<file path="src/shc_params.svh">
/*
  Register indices, field positions, reset values and fixed counts for the
  sensor hub configuration block.
  Assumes it is included once per compilation unit by its bare name.
*/
`ifndef SHC_PARAMS_SVH
`define SHC_PARAMS_SVH

// ****************************************
// Register indices (byte address = 4 * index)
// ****************************************
`define SHC_IDX_MASTER_CFG    8'h14
`define SHC_IDX_S1_TARGET     8'h15
`define SHC_IDX_S1_PTR        8'h16
`define SHC_IDX_S2_TARGET     8'h18
`define SHC_IDX_S2_PTR        8'h19
`define SHC_IDX_S2_CFG        8'h1A
`define SHC_IDX_S3_TARGET     8'h1B
`define SHC_IDX_S3_PTR        8'h1C
`define SHC_IDX_S3_CFG        8'h1D
`define SHC_IDX_S4_TARGET     8'h1E
`define SHC_IDX_S4_PTR        8'h1F
`define SHC_IDX_S1_WDATA      8'h21
`define SHC_IDX_STATUS        8'h22

// ****************************************
// Field positions
// ****************************************
`define SHC_MC_WRONCE_BIT     6
`define SHC_MC_ON_BIT         2
`define SHC_CFG_BATCH_BIT     3
`define SHC_STAT_WRDONE_BIT   7
`define SHC_STAT_NACK_LSB     3
`define SHC_STAT_DONE_BIT     0

// ****************************************
// Reset values and fixed counts
// ****************************************
`define SHC_RST_BYTE          8'h00
`define SHC_S4_READS          3'h1

`endif

</file>
<file path="src/shc_pkg.sv">
/*
  Types shared by the sensor hub configuration block.
  Assumes no other package; users refer to names with shc_pkg::.
*/
`default_nettype none
package shc_pkg;

  // Sequencer states
  typedef enum logic [1:0] {SHC_IDLE, SHC_SCAN, SHC_WAIT} shc_state_t;

  // One transaction request towards the two-wire engine
  typedef struct packed {
    logic [1:0] slot;
    logic [6:0] addr;
    logic [7:0] reg_ptr;
    logic       read;
    logic [2:0] count;
    logic [7:0] wdata;
    logic       fifo_batch;
  } shc_req_t;

  // AHB-Lite address phase kept for the data phase
  typedef struct packed {
    logic       wr;
    logic [7:0] idx;
  } shc_aphase_t;

  // Whole state of the block
  typedef struct packed {
    logic                  master_on;
    logic                  first_cycle_write_only;
    logic [1:0]            external_sensor_count;
    logic [3:0][6:0]       addr;
    logic [3:0]            rd_en;
    logic [3:0][7:0]       reg_ptr;
    logic [3:0][2:0]       read_count;
    logic [3:0]            fifo_batch;
    logic [7:0]            sensor1_write_byte;
    logic                  single_write_complete;
    logic [3:0]            noack;
    logic                  hub_cycle_done;
    logic                  first_cycle_seen;
    shc_state_t            fsm;
    logic [1:0]            slot;
    shc_req_t              req;
    logic                  ap_valid;
    shc_aphase_t           ap;
    logic [31:0]           rdata;
  } shc_regs_t;

endpackage : shc_pkg

`default_nettype wire

</file>
<file path="src/shc_hub_cfg.sv">
/*
  Sensor hub configuration and status: AHB-Lite register slave plus the
  hub cycle sequencer that issues one request per active sensor slot.
  Assumes the two-wire engine and the data-rate trigger run on hclk and
  that the engine pulses xfer_done once per accepted request.
*/
`timescale 1ns/1ns
`default_nettype none
`include "shc_params.svh"

module shc_hub_cfg (
  // Clock and reset
  input  wire logic              hclk,
  input  wire logic              hresetn,
  // AHB-Lite slave
  input  wire logic              hsel,
  input  wire logic [31:0]       haddr,
  input  wire logic [1:0]        htrans,
  input  wire logic              hwrite,
  input  wire logic [2:0]        hsize,
  input  wire logic [31:0]       hwdata,
  input  wire logic              hready,
  output logic [31:0]            hrdata,
  output logic                   hreadyout,
  output logic                   hresp,
  // Hub cycle trigger from the data-rate logic
  input  wire logic              hub_trigger,
  // Request towards the two-wire engine
  output logic                   aux_master_en,
  output logic                   req_valid,
  output shc_pkg::shc_req_t      req,
  // Completion from the two-wire engine
  input  wire logic              xfer_done,
  input  wire logic              xfer_noack
);

  shc_pkg::shc_regs_t s_q;
  shc_pkg::shc_regs_t s_d;

  // ****************************************
  // Helper functions
  // ****************************************

  // Per-sensor config byte: batch bit and read count, upper bits read zero
  function automatic logic [7:0] cfg_byte(input logic batch, input logic [2:0] cnt);
    logic [7:0] v;
    v = `SHC_RST_BYTE;
    v[`SHC_CFG_BATCH_BIT] = batch;
    v[2:0] = cnt;
    return v;
  endfunction : cfg_byte

  // Register read mux, index based
  function automatic logic [7:0] reg_read(input shc_pkg::shc_regs_t s, input logic [7:0] idx);
    logic [7:0] v;
    v = `SHC_RST_BYTE;
    case (idx)
      `SHC_IDX_MASTER_CFG:
      begin
        v[`SHC_MC_WRONCE_BIT] = s.first_cycle_write_only;
        v[`SHC_MC_ON_BIT]     = s.master_on;
        v[1:0]                = s.external_sensor_count;
      end
      `SHC_IDX_S1_TARGET:
      begin
        v = {s.addr[0], s.rd_en[0]};
      end
      `SHC_IDX_S1_PTR:
      begin
        v = s.reg_ptr[0];
      end
      `SHC_IDX_S2_TARGET:
      begin
        v = {s.addr[1], s.rd_en[1]};
      end
      `SHC_IDX_S2_PTR:
      begin
        v = s.reg_ptr[1];
      end
      `SHC_IDX_S2_CFG:
      begin
        v = cfg_byte(s.fifo_batch[1], s.read_count[1]);
      end
      `SHC_IDX_S3_TARGET:
      begin
        v = {s.addr[2], s.rd_en[2]};
      end
      `SHC_IDX_S3_PTR:
      begin
        v = s.reg_ptr[2];
      end
      `SHC_IDX_S3_CFG:
      begin
        v = cfg_byte(s.fifo_batch[2], s.read_count[2]);
      end
      `SHC_IDX_S4_TARGET:
      begin
        v = {s.addr[3], s.rd_en[3]};
      end
      `SHC_IDX_S4_PTR:
      begin
        v = s.reg_ptr[3];
      end
      `SHC_IDX_S1_WDATA:
      begin
        v = s.sensor1_write_byte;
      end
      `SHC_IDX_STATUS:
      begin
        v[`SHC_STAT_WRDONE_BIT]                      = s.single_write_complete;
        v[`SHC_STAT_NACK_LSB+3:`SHC_STAT_NACK_LSB]   = s.noack;
        v[`SHC_STAT_DONE_BIT]                        = s.hub_cycle_done;
        // Bits 2 and 1 stay zero from the default above
      end
      default:
      begin
        v = `SHC_RST_BYTE;
      end
    endcase
    return v;
  endfunction : reg_read

  // Whether a slot takes part in this hub cycle
  function automatic logic slot_active(input shc_pkg::shc_regs_t s, input logic [1:0] slot);
    logic act;
    act = 1'b0;
    if (slot == 2'd0)
    begin
      // Read mode always runs; write mode may be limited to the first cycle
      act = s.rd_en[0] | ~(s.first_cycle_write_only & s.first_cycle_seen);
    end
    else
    begin
      act = s.rd_en[slot];
    end
    return act;
  endfunction : slot_active

  // Whether the current slot is the last one the sensor count allows
  function automatic logic last_slot(input shc_pkg::shc_regs_t s);
    return s.slot == s.external_sensor_count;
  endfunction : last_slot

  // ****************************************
  // Next-state logic
  // ****************************************

  // Bus writes, sequencer, status flags, then read data from the new state
  always_comb
  begin
    logic [7:0] wb;
    logic       start;
    s_d   = s_q;
    wb    = hwdata[7:0];
    start = 1'b0;

    // Data phase of a write lands in the register picked at address phase
    if (s_q.ap_valid && s_q.ap.wr)
    begin
      case (s_q.ap.idx)
        `SHC_IDX_MASTER_CFG:
        begin
          s_d.first_cycle_write_only = wb[`SHC_MC_WRONCE_BIT];
          s_d.master_on              = wb[`SHC_MC_ON_BIT];
          s_d.external_sensor_count  = wb[1:0];
        end
        `SHC_IDX_S1_TARGET:
        begin
          s_d.addr[0]  = wb[7:1];
          s_d.rd_en[0] = wb[0];
        end
        `SHC_IDX_S1_PTR:
        begin
          s_d.reg_ptr[0] = wb;
        end
        `SHC_IDX_S2_TARGET:
        begin
          s_d.addr[1]  = wb[7:1];
          s_d.rd_en[1] = wb[0];
        end
        `SHC_IDX_S2_PTR:
        begin
          s_d.reg_ptr[1] = wb;
        end
        `SHC_IDX_S2_CFG:
        begin
          // Upper four bits are not stored and read zero
          s_d.fifo_batch[1] = wb[`SHC_CFG_BATCH_BIT];
          s_d.read_count[1] = wb[2:0];
        end
        `SHC_IDX_S3_TARGET:
        begin
          s_d.addr[2]  = wb[7:1];
          s_d.rd_en[2] = wb[0];
        end
        `SHC_IDX_S3_PTR:
        begin
          s_d.reg_ptr[2] = wb;
        end
        `SHC_IDX_S3_CFG:
        begin
          s_d.fifo_batch[2] = wb[`SHC_CFG_BATCH_BIT];
          s_d.read_count[2] = wb[2:0];
        end
        `SHC_IDX_S4_TARGET:
        begin
          s_d.addr[3]  = wb[7:1];
          s_d.rd_en[3] = wb[0];
        end
        `SHC_IDX_S4_PTR:
        begin
          s_d.reg_ptr[3] = wb;
        end
        `SHC_IDX_S1_WDATA:
        begin
          s_d.sensor1_write_byte = wb;
        end
        default:
        begin
          // Status and unmapped words ignore writes
        end
      endcase
    end

    // Hub cycle sequencer
    case (s_q.fsm)
      shc_pkg::SHC_IDLE:
      begin
        if (s_q.master_on && hub_trigger)
        begin
          start           = 1'b1;
          s_d.slot        = 2'd0;
          s_d.fsm         = shc_pkg::SHC_SCAN;
        end
      end
      shc_pkg::SHC_SCAN:
      begin
        if (slot_active(s_q, s_q.slot))
        begin
          // Latch the request so the engine sees stable flop outputs
          s_d.req.slot       = s_q.slot;
          s_d.req.addr       = s_q.addr[s_q.slot];
          s_d.req.reg_ptr    = s_q.reg_ptr[s_q.slot];
          s_d.req.read       = (s_q.slot != 2'd0) | s_q.rd_en[0];
          s_d.req.count      = (s_q.slot == 2'd3) ? `SHC_S4_READS : s_q.read_count[s_q.slot];
          s_d.req.wdata      = s_q.sensor1_write_byte;
          s_d.req.fifo_batch = s_q.fifo_batch[s_q.slot];
          s_d.fsm            = shc_pkg::SHC_WAIT;
        end
        else if (last_slot(s_q))
        begin
          s_d.hub_cycle_done   = 1'b1;
          s_d.first_cycle_seen = 1'b1;
          s_d.fsm              = shc_pkg::SHC_IDLE;
        end
        else
        begin
          s_d.slot = s_q.slot + 2'd1;
        end
      end
      shc_pkg::SHC_WAIT:
      begin
        if (xfer_done)
        begin
          if (xfer_noack)
          begin
            s_d.noack[s_q.slot] = 1'b1;
          end
          else if (s_q.slot == 2'd0 && !s_q.req.read && s_q.first_cycle_write_only)
          begin
            s_d.single_write_complete = 1'b1;
          end
          if (last_slot(s_q))
          begin
            s_d.hub_cycle_done   = 1'b1;
            s_d.first_cycle_seen = 1'b1;
            s_d.fsm              = shc_pkg::SHC_IDLE;
          end
          else
          begin
            s_d.slot = s_q.slot + 2'd1;
            s_d.fsm  = shc_pkg::SHC_SCAN;
          end
        end
      end
      default:
      begin
        s_d.fsm = shc_pkg::SHC_IDLE;
      end
    endcase

    // A new hub cycle clears the cycle-done bit and the refusal flags
    if (start)
    begin
      s_d.hub_cycle_done = 1'b0;
      s_d.noack          = 4'h0;
    end

    // Turning the master off ends any cycle and re-arms first_cycle_write_only
    if (!s_q.master_on)
    begin
      s_d.fsm                   = shc_pkg::SHC_IDLE;
      s_d.first_cycle_seen      = 1'b0;
      s_d.single_write_complete = 1'b0;
    end

    // Capture the address phase of a selected transfer
    s_d.ap_valid = hsel && hready && htrans[1];
    s_d.ap.wr    = hwrite;
    s_d.ap.idx   = (haddr[31:10] == 22'h0) ? haddr[9:2] : 8'hFF;

    // Read data comes from the updated state so a write is seen at once
    if (hsel && hready && htrans[1] && !hwrite)
    begin
      s_d.rdata = {24'h0, reg_read(s_d, s_d.ap.idx)};
    end
  end

  // ****************************************
  // State register
  // ****************************************

  // Whole state held in one register
  always_ff @(posedge hclk or negedge hresetn)
  begin
    if (!hresetn)
    begin
      s_q <= '0;
    end
    else
    begin
      s_q <= s_d;
    end
  end

  // ****************************************
  // Outputs
  // ****************************************

  // Zero wait states, always OKAY; hsize accepted as any width
  assign hrdata        = s_q.rdata;
  assign hreadyout     = 1'b1;
  assign hresp         = 1'b0;

  // Engine side
  assign aux_master_en = s_q.master_on;
  assign req_valid     = (s_q.fsm == shc_pkg::SHC_WAIT);
  assign req           = s_q.req;

endmodule : shc_hub_cfg

`default_nettype wire

</file>
<file path="config.mk">
export PLATFORM = sky130hd
export DESIGN_NAME = shc_hub_cfg
export DESIGN_NICKNAME = d
export VERILOG_FILES = /design/src/shc_pkg.sv /design/src/shc_hub_cfg.sv
export VERILOG_INCLUDE_DIRS = /design/src
export SDC_FILE = /design/constraint.sdc
export NUM_CORES = 1
export LEC_CHECK = 0
export BUFFER_PORTS_ARGS = -buffer_cell sky130_fd_sc_hd__buf_4
export CAP_MARGIN = 5
export CORE_UTILIZATION = 56
export CTS_CLUSTER_SIZE = 10
export DETAILED_ROUTE_END_ITERATION = 10
export PLACE_DENSITY = 0.78
export SYNTH_ARGS = -nofsm -noshare
export SYNTH_HDL_FRONTEND = slang
export SYNTH_SLANG_ARGS = --single-unit
export TNS_END_PERCENT = 50
</file>
<file path="constraint.sdc">
create_clock -name hclk -period 4.1 [get_ports hclk]
set_input_delay 0.615 -clock hclk [delete_from_list [all_inputs] [get_ports hclk]]
set_output_delay 0.615 -clock hclk [all_outputs]
set_load 0.05 [all_outputs]
</file>
Yosys cells after proc, flatten, opt, wreduce, memory -nomap -nowiden --
Cells that the tools add are included.
Word-level totals: logic and storage cells 163, bits in read-only memories 0, RAM bits 0, register bits after elaboration 143, output and inout port bits 66, memories kept 0, bits in latches 0
Cells by class: div/mod/pow operators 0, bitwise logic cells 5, muxes and demuxes 64, shift operators 0, reduce and logical (&&, ||, !) cells 19, $mul 0, equal/unequal tests 39, order comparisons 2, add/subtract/negate cells 1
Operators with widths (number):
- 8-bit by 5-bit equality test with 1-bit output, second input constant | 22
- 68-bit two-way mux | 1
- 8-bit two-way mux | 8
- 3-bit one-hot mux with 12 select lines | 1
- 7-bit two-way mux | 5
- 8-bit by 6-bit equality test with 1-bit output, second input constant | 3
- 2-bit one-hot mux with 12 select lines | 1
- 22-bit logical NOT | 1
- 1-bit two-way mux | 17
- 8-bit binary-select mux with 2-bit select | 1
- 4-bit two-way mux | 4
- 3-bit two-way mux | 5
- 7-bit binary-select mux with 2-bit select | 1
- 1-bit one-hot mux with 13 select lines | 1
- 2-bit two-way mux | 6
- 3-bit inequality test, second input constant | 4
- 2-bit one-hot mux with 3 select lines | 2
- 11-bit two-way mux | 1
- 1-bit one-hot mux with 11 select lines | 1
- 5-bit two-way mux | 2
- 1-bit one-hot mux with 10 select lines | 1
- 1-bit logical AND | 8
- 3-bit binary-select mux with 2-bit select | 1
- 6-bit two-way mux | 1
- 25 further kinds | 32

Depth between registers and ports, before layout --
depth in word-level cells 10, mapped depth 11, gate-level depth less buffers 9

Worst setup path after synthesis --
OpenSTA, ideal clock, no wires.
path kind register to register, from register s_q[72] (netlist name), to register s_q, in the netlist hrdata[3], required time 3.974 ns, slack 0.840 ns, cell stages (with the launch flop) 10, arrival 3.134 ns, path buffers 2, library setup time 0.126 ns, path through dfrtp_1 -> buf_1 -> clkbuf_1 -> inv_1 -> ha_1 -> a21oi_1 -> nor2_1 -> a221o_1 -> or4b_1 -> o32a_1
RTL lines:
- start, declared | line shc_hub_cfg.sv:37 | shc_pkg::shc_regs_t s_q;
- start signal, assigned | line shc_hub_cfg.sv:328 | s_q <= '0;
- start signal, assigned | line shc_hub_cfg.sv:332 | s_q <= s_d;

==> results.sh <==
export IMPL_status="finished clean"
export IMPL_synth_edf_count=0
export IMPL_nNetsFinal=801
export IMPL_synth_distinct_cells=73
export IMPL_grt_pass1_vias=5743
export IMPL_wl_met2_mm=10.3
export IMPL_netlist_top_cells_area="dfrtp_1 46%, mux2_2 16%, buf_4 6.3%, mux4_2 4.7%, nand2_1 1.9%"
export IMPL_cts_tree="yes"
export IMPL_post_route_util=0.661
export IMPL_grt_start_max_net_pins=94
export IMPL_initial_core_util=0.579
export IMPL_drv_slew=0
export IMPL_routed_wl_mm=21.0
export IMPL_timing_fmax_ghz=0.341
export IMPL_synth_area_um2=7730
export IMPL_die_area_um2=14300
export IMPL_core_um2=13300
export IMPL_grt_pass1_wl_mm=32.8
export IMPL_vias=5691
export IMPL_power_mw=4.68
export IMPL_synthFlopType="dfrtp_1"
export IMPL_period_needed_ns=2.94
export IMPL_grt_usage=0.315
export IMPL_die_width_um=120
export IMPL_synthArstFlopShare=1.00
export IMPL_crit_path_max_fanout=4
export IMPL_avgSynthCellArea_um2=11.8
export IMPL_antenna_left=0
export IMPL_top_layer_used="met4"
export IMPL_grt_antenna_before_repair=0
export IMPL_worstMarginPinSlew_ns=1.05
export IMPL_power_density_nw_per_um2=531
export IMPL_wl_met1_mm=8.46
export IMPL_drv_cap=0
export IMPL_yosysWarnings=0
export IMPL_yosysMostFrequentCell="dfrtp_1"
export IMPL_post_route_period_util=0.716
export IMPL_post_place_ws_ns=1.01
export IMPL_setup_viol=0
export IMPL_cts_inserted_buffers=17
export IMPL_synthTopCellsByCount="143 x dfrtp_1, 110 x mux2_2, 65 x buf_4"
export IMPL_h_tree_depth=4
export IMPL_diodes=0
export IMPL_io_pins=143
export IMPL_syn_inst=656
export IMPL_slew_limit_headroom=0.292
export IMPL_ys_ff_latch=143
export IMPL_cp_start_kind="register"
export IMPL_setup_tns_ns=0
export IMPL_yosysSeqAreaShare=0.463
export IMPL_p_leak_nw=3.88
export IMPL_ir_worst_vdd_mv=0.278
export IMPL_dp_cells=873
export IMPL_clk_pin_slew_ns=0.06
export IMPL_ctsResizeCount=0
export IMPL_wl_met3_mm=1.76
export IMPL_hold_viol_final=0
export IMPL_numPortBuffers=86
export IMPL_hold_slack_ns=0.242
export IMPL_final_area_um2=8830
export IMPL_crit_arrival_ns=3.25
export IMPL_vias_per_cell=6.29
export IMPL_detail_route_wl_per_cell_um=23.3
export IMPL_placed_area_um2=8270
export IMPL_drtIter0Drc=742
export IMPL_clk_latency_ns=0.43
export IMPL_drc=0
export IMPL_yosys_area_top_type="dfrtp_1"
export IMPL_fin_cells=905
export IMPL_gp_congestion=0.962
export IMPL_grt_overflow_total=0
export IMPL_cts_path_max_buffers=2
export IMPL_rsz0062_at_grt="false"
export IMPL_die_y_um=120
export IMPL_cts_sinks=143
export IMPL_hold_path_class="in2async"
export IMPL_path_class="reg2reg"
export IMPL_holdBufCountCts=0
export IMPL_clock_tree_root_cell="clkbuf_16"
export IMPL_synth_top_area_frac=0.463
export IMPL_endpoint_kind="register"
export IMPL_fin_skew_ns=0.00689
export IMPL_dpl_hpwl_mm=15.2
export IMPL_drt_pass1_iter_count=5
export IMPL_final_layout_size_suffix_gt1_frac=0.384
export IMPL_area_growth_pct=14.1
export IMPL_rows=42
export IMPL_critPathRequiredTime_ns=4.42
export IMPL_fin_ws_ns=1.16
export IMPL_postCtsSetupBuffers=0
-- final timing paths --
| check | from | endpoint | slack [ns] | cells past startpoint |
|---|---|---|---|---|
| min in group hclk | hwrite | s_q[40]$_DFF_PN0_ | 0.31 | 1 |
| max in group asynchronous | hresetn | s_q[41]$_DFF_PN0_ | 2.94 | 2 |
| max | s_q[38]$_DFF_PN0_ | hrdata[3]$_DFFE_PN0P_ | 1.16 | 7 |
| max reg2reg | s_q[38]$_DFF_PN0_ | hrdata[3]$_DFFE_PN0P_ | 1.16 | 7 |
| min reg2reg | req[29]$_DFFE_PN0P_ | req[29]$_DFFE_PN0P_ | 0.48 | 2 |
| min | hresetn | s_q[73]$_DFFE_PN0P_ | 0.24 | 1 |
-- layout make-up --
class,count,area (um2)
fillers,1014,4520
flip-flops and latches,143,3580
clock inverters,13,116
repair buffers,106,800
clock buffers,19,443
inverters,13,48.8
well taps,176,220
multi-input cells,435,3620
-- critical path, stage by stage (launching register included) --
cell and delay, ns:
dfrtp_1 0.36, nand4bb_2 0.38, nor4b_1 0.47, buf_4 0.22, mux2_2 0.37, a32oi_1 0.20, or4b_1 0.46, o32a_1 0.36
-- cells in the final DEF, fill, tap and decap left out, types with 7 or more instances in the layout --
| cell | instances |
|---|---|
| a21oi_1 | 14 |
| a22oi_1 | 8 |
| a32o_1 | 7 |
| and3_1 | 8 |
| buf_4 | 105 |
| clkbuf_16 | 17 |
| conb_1 | 26 |
| dfrtp_1 | 143 |
| ha_1 | 8 |
| inv_1 | 10 |
| mux2_2 | 110 |
| mux2i_1 | 9 |
| mux4_2 | 16 |
| nand2_1 | 40 |
| nand2b_1 | 7 |
| nand3_1 | 11 |
| nor2_1 | 31 |
| nor2b_1 | 13 |
| nor3_1 | 13 |
| nor4_1 | 7 |
| o21ai_0 | 10 |
| or3_1 | 7 |
-- power breakdown --
| group | internal (mW) | leakage, nW | total, mW | switching (mW) |
|---|---|---|---|---|
| Clock | 0.848 | 0.269 | 1.46 | 0.609 |
| Combinational | 0.521 | 1.83 | 1.51 | 0.991 |
| Sequential | 1.60 | 1.78 | 1.71 | 0.113 |
-- metal layers --
metal,track usage,up-vias
met1,0.419,2844
met3,0.0665,45
met2,0.510,340
met5,0,-
met4,0.117,0
li1,-,2462
-- kinds of logic (layout without fill, tap and decap cells) --
| family | Yosys count | in the layout | share of synthesized area |
|---|---|---|---|
| other cells | 2 | 26 | 0.000971 |
| compound gates | 88 | 88 | 0.0862 |
| simple gates | 175 | 175 | 0.133 |
| flops | 143 | 143 | 0.463 |
| xor+xnor | 2 | 2 | 0.00227 |
| mux | 136 | 136 | 0.220 |
| fa+ha+maj | 8 | 8 | 0.0129 |
| buf+inv | 102 | 151 | 0.0812 |
-- registers in the layout (all words and copies together), names as in the netlist --
| signal | count |
|---|---|
| s_q | 104 |
| req | 30 |
| hrdata | 8 |
| aux_master_en | 1 |
Power figures use the tool's default switching activity.
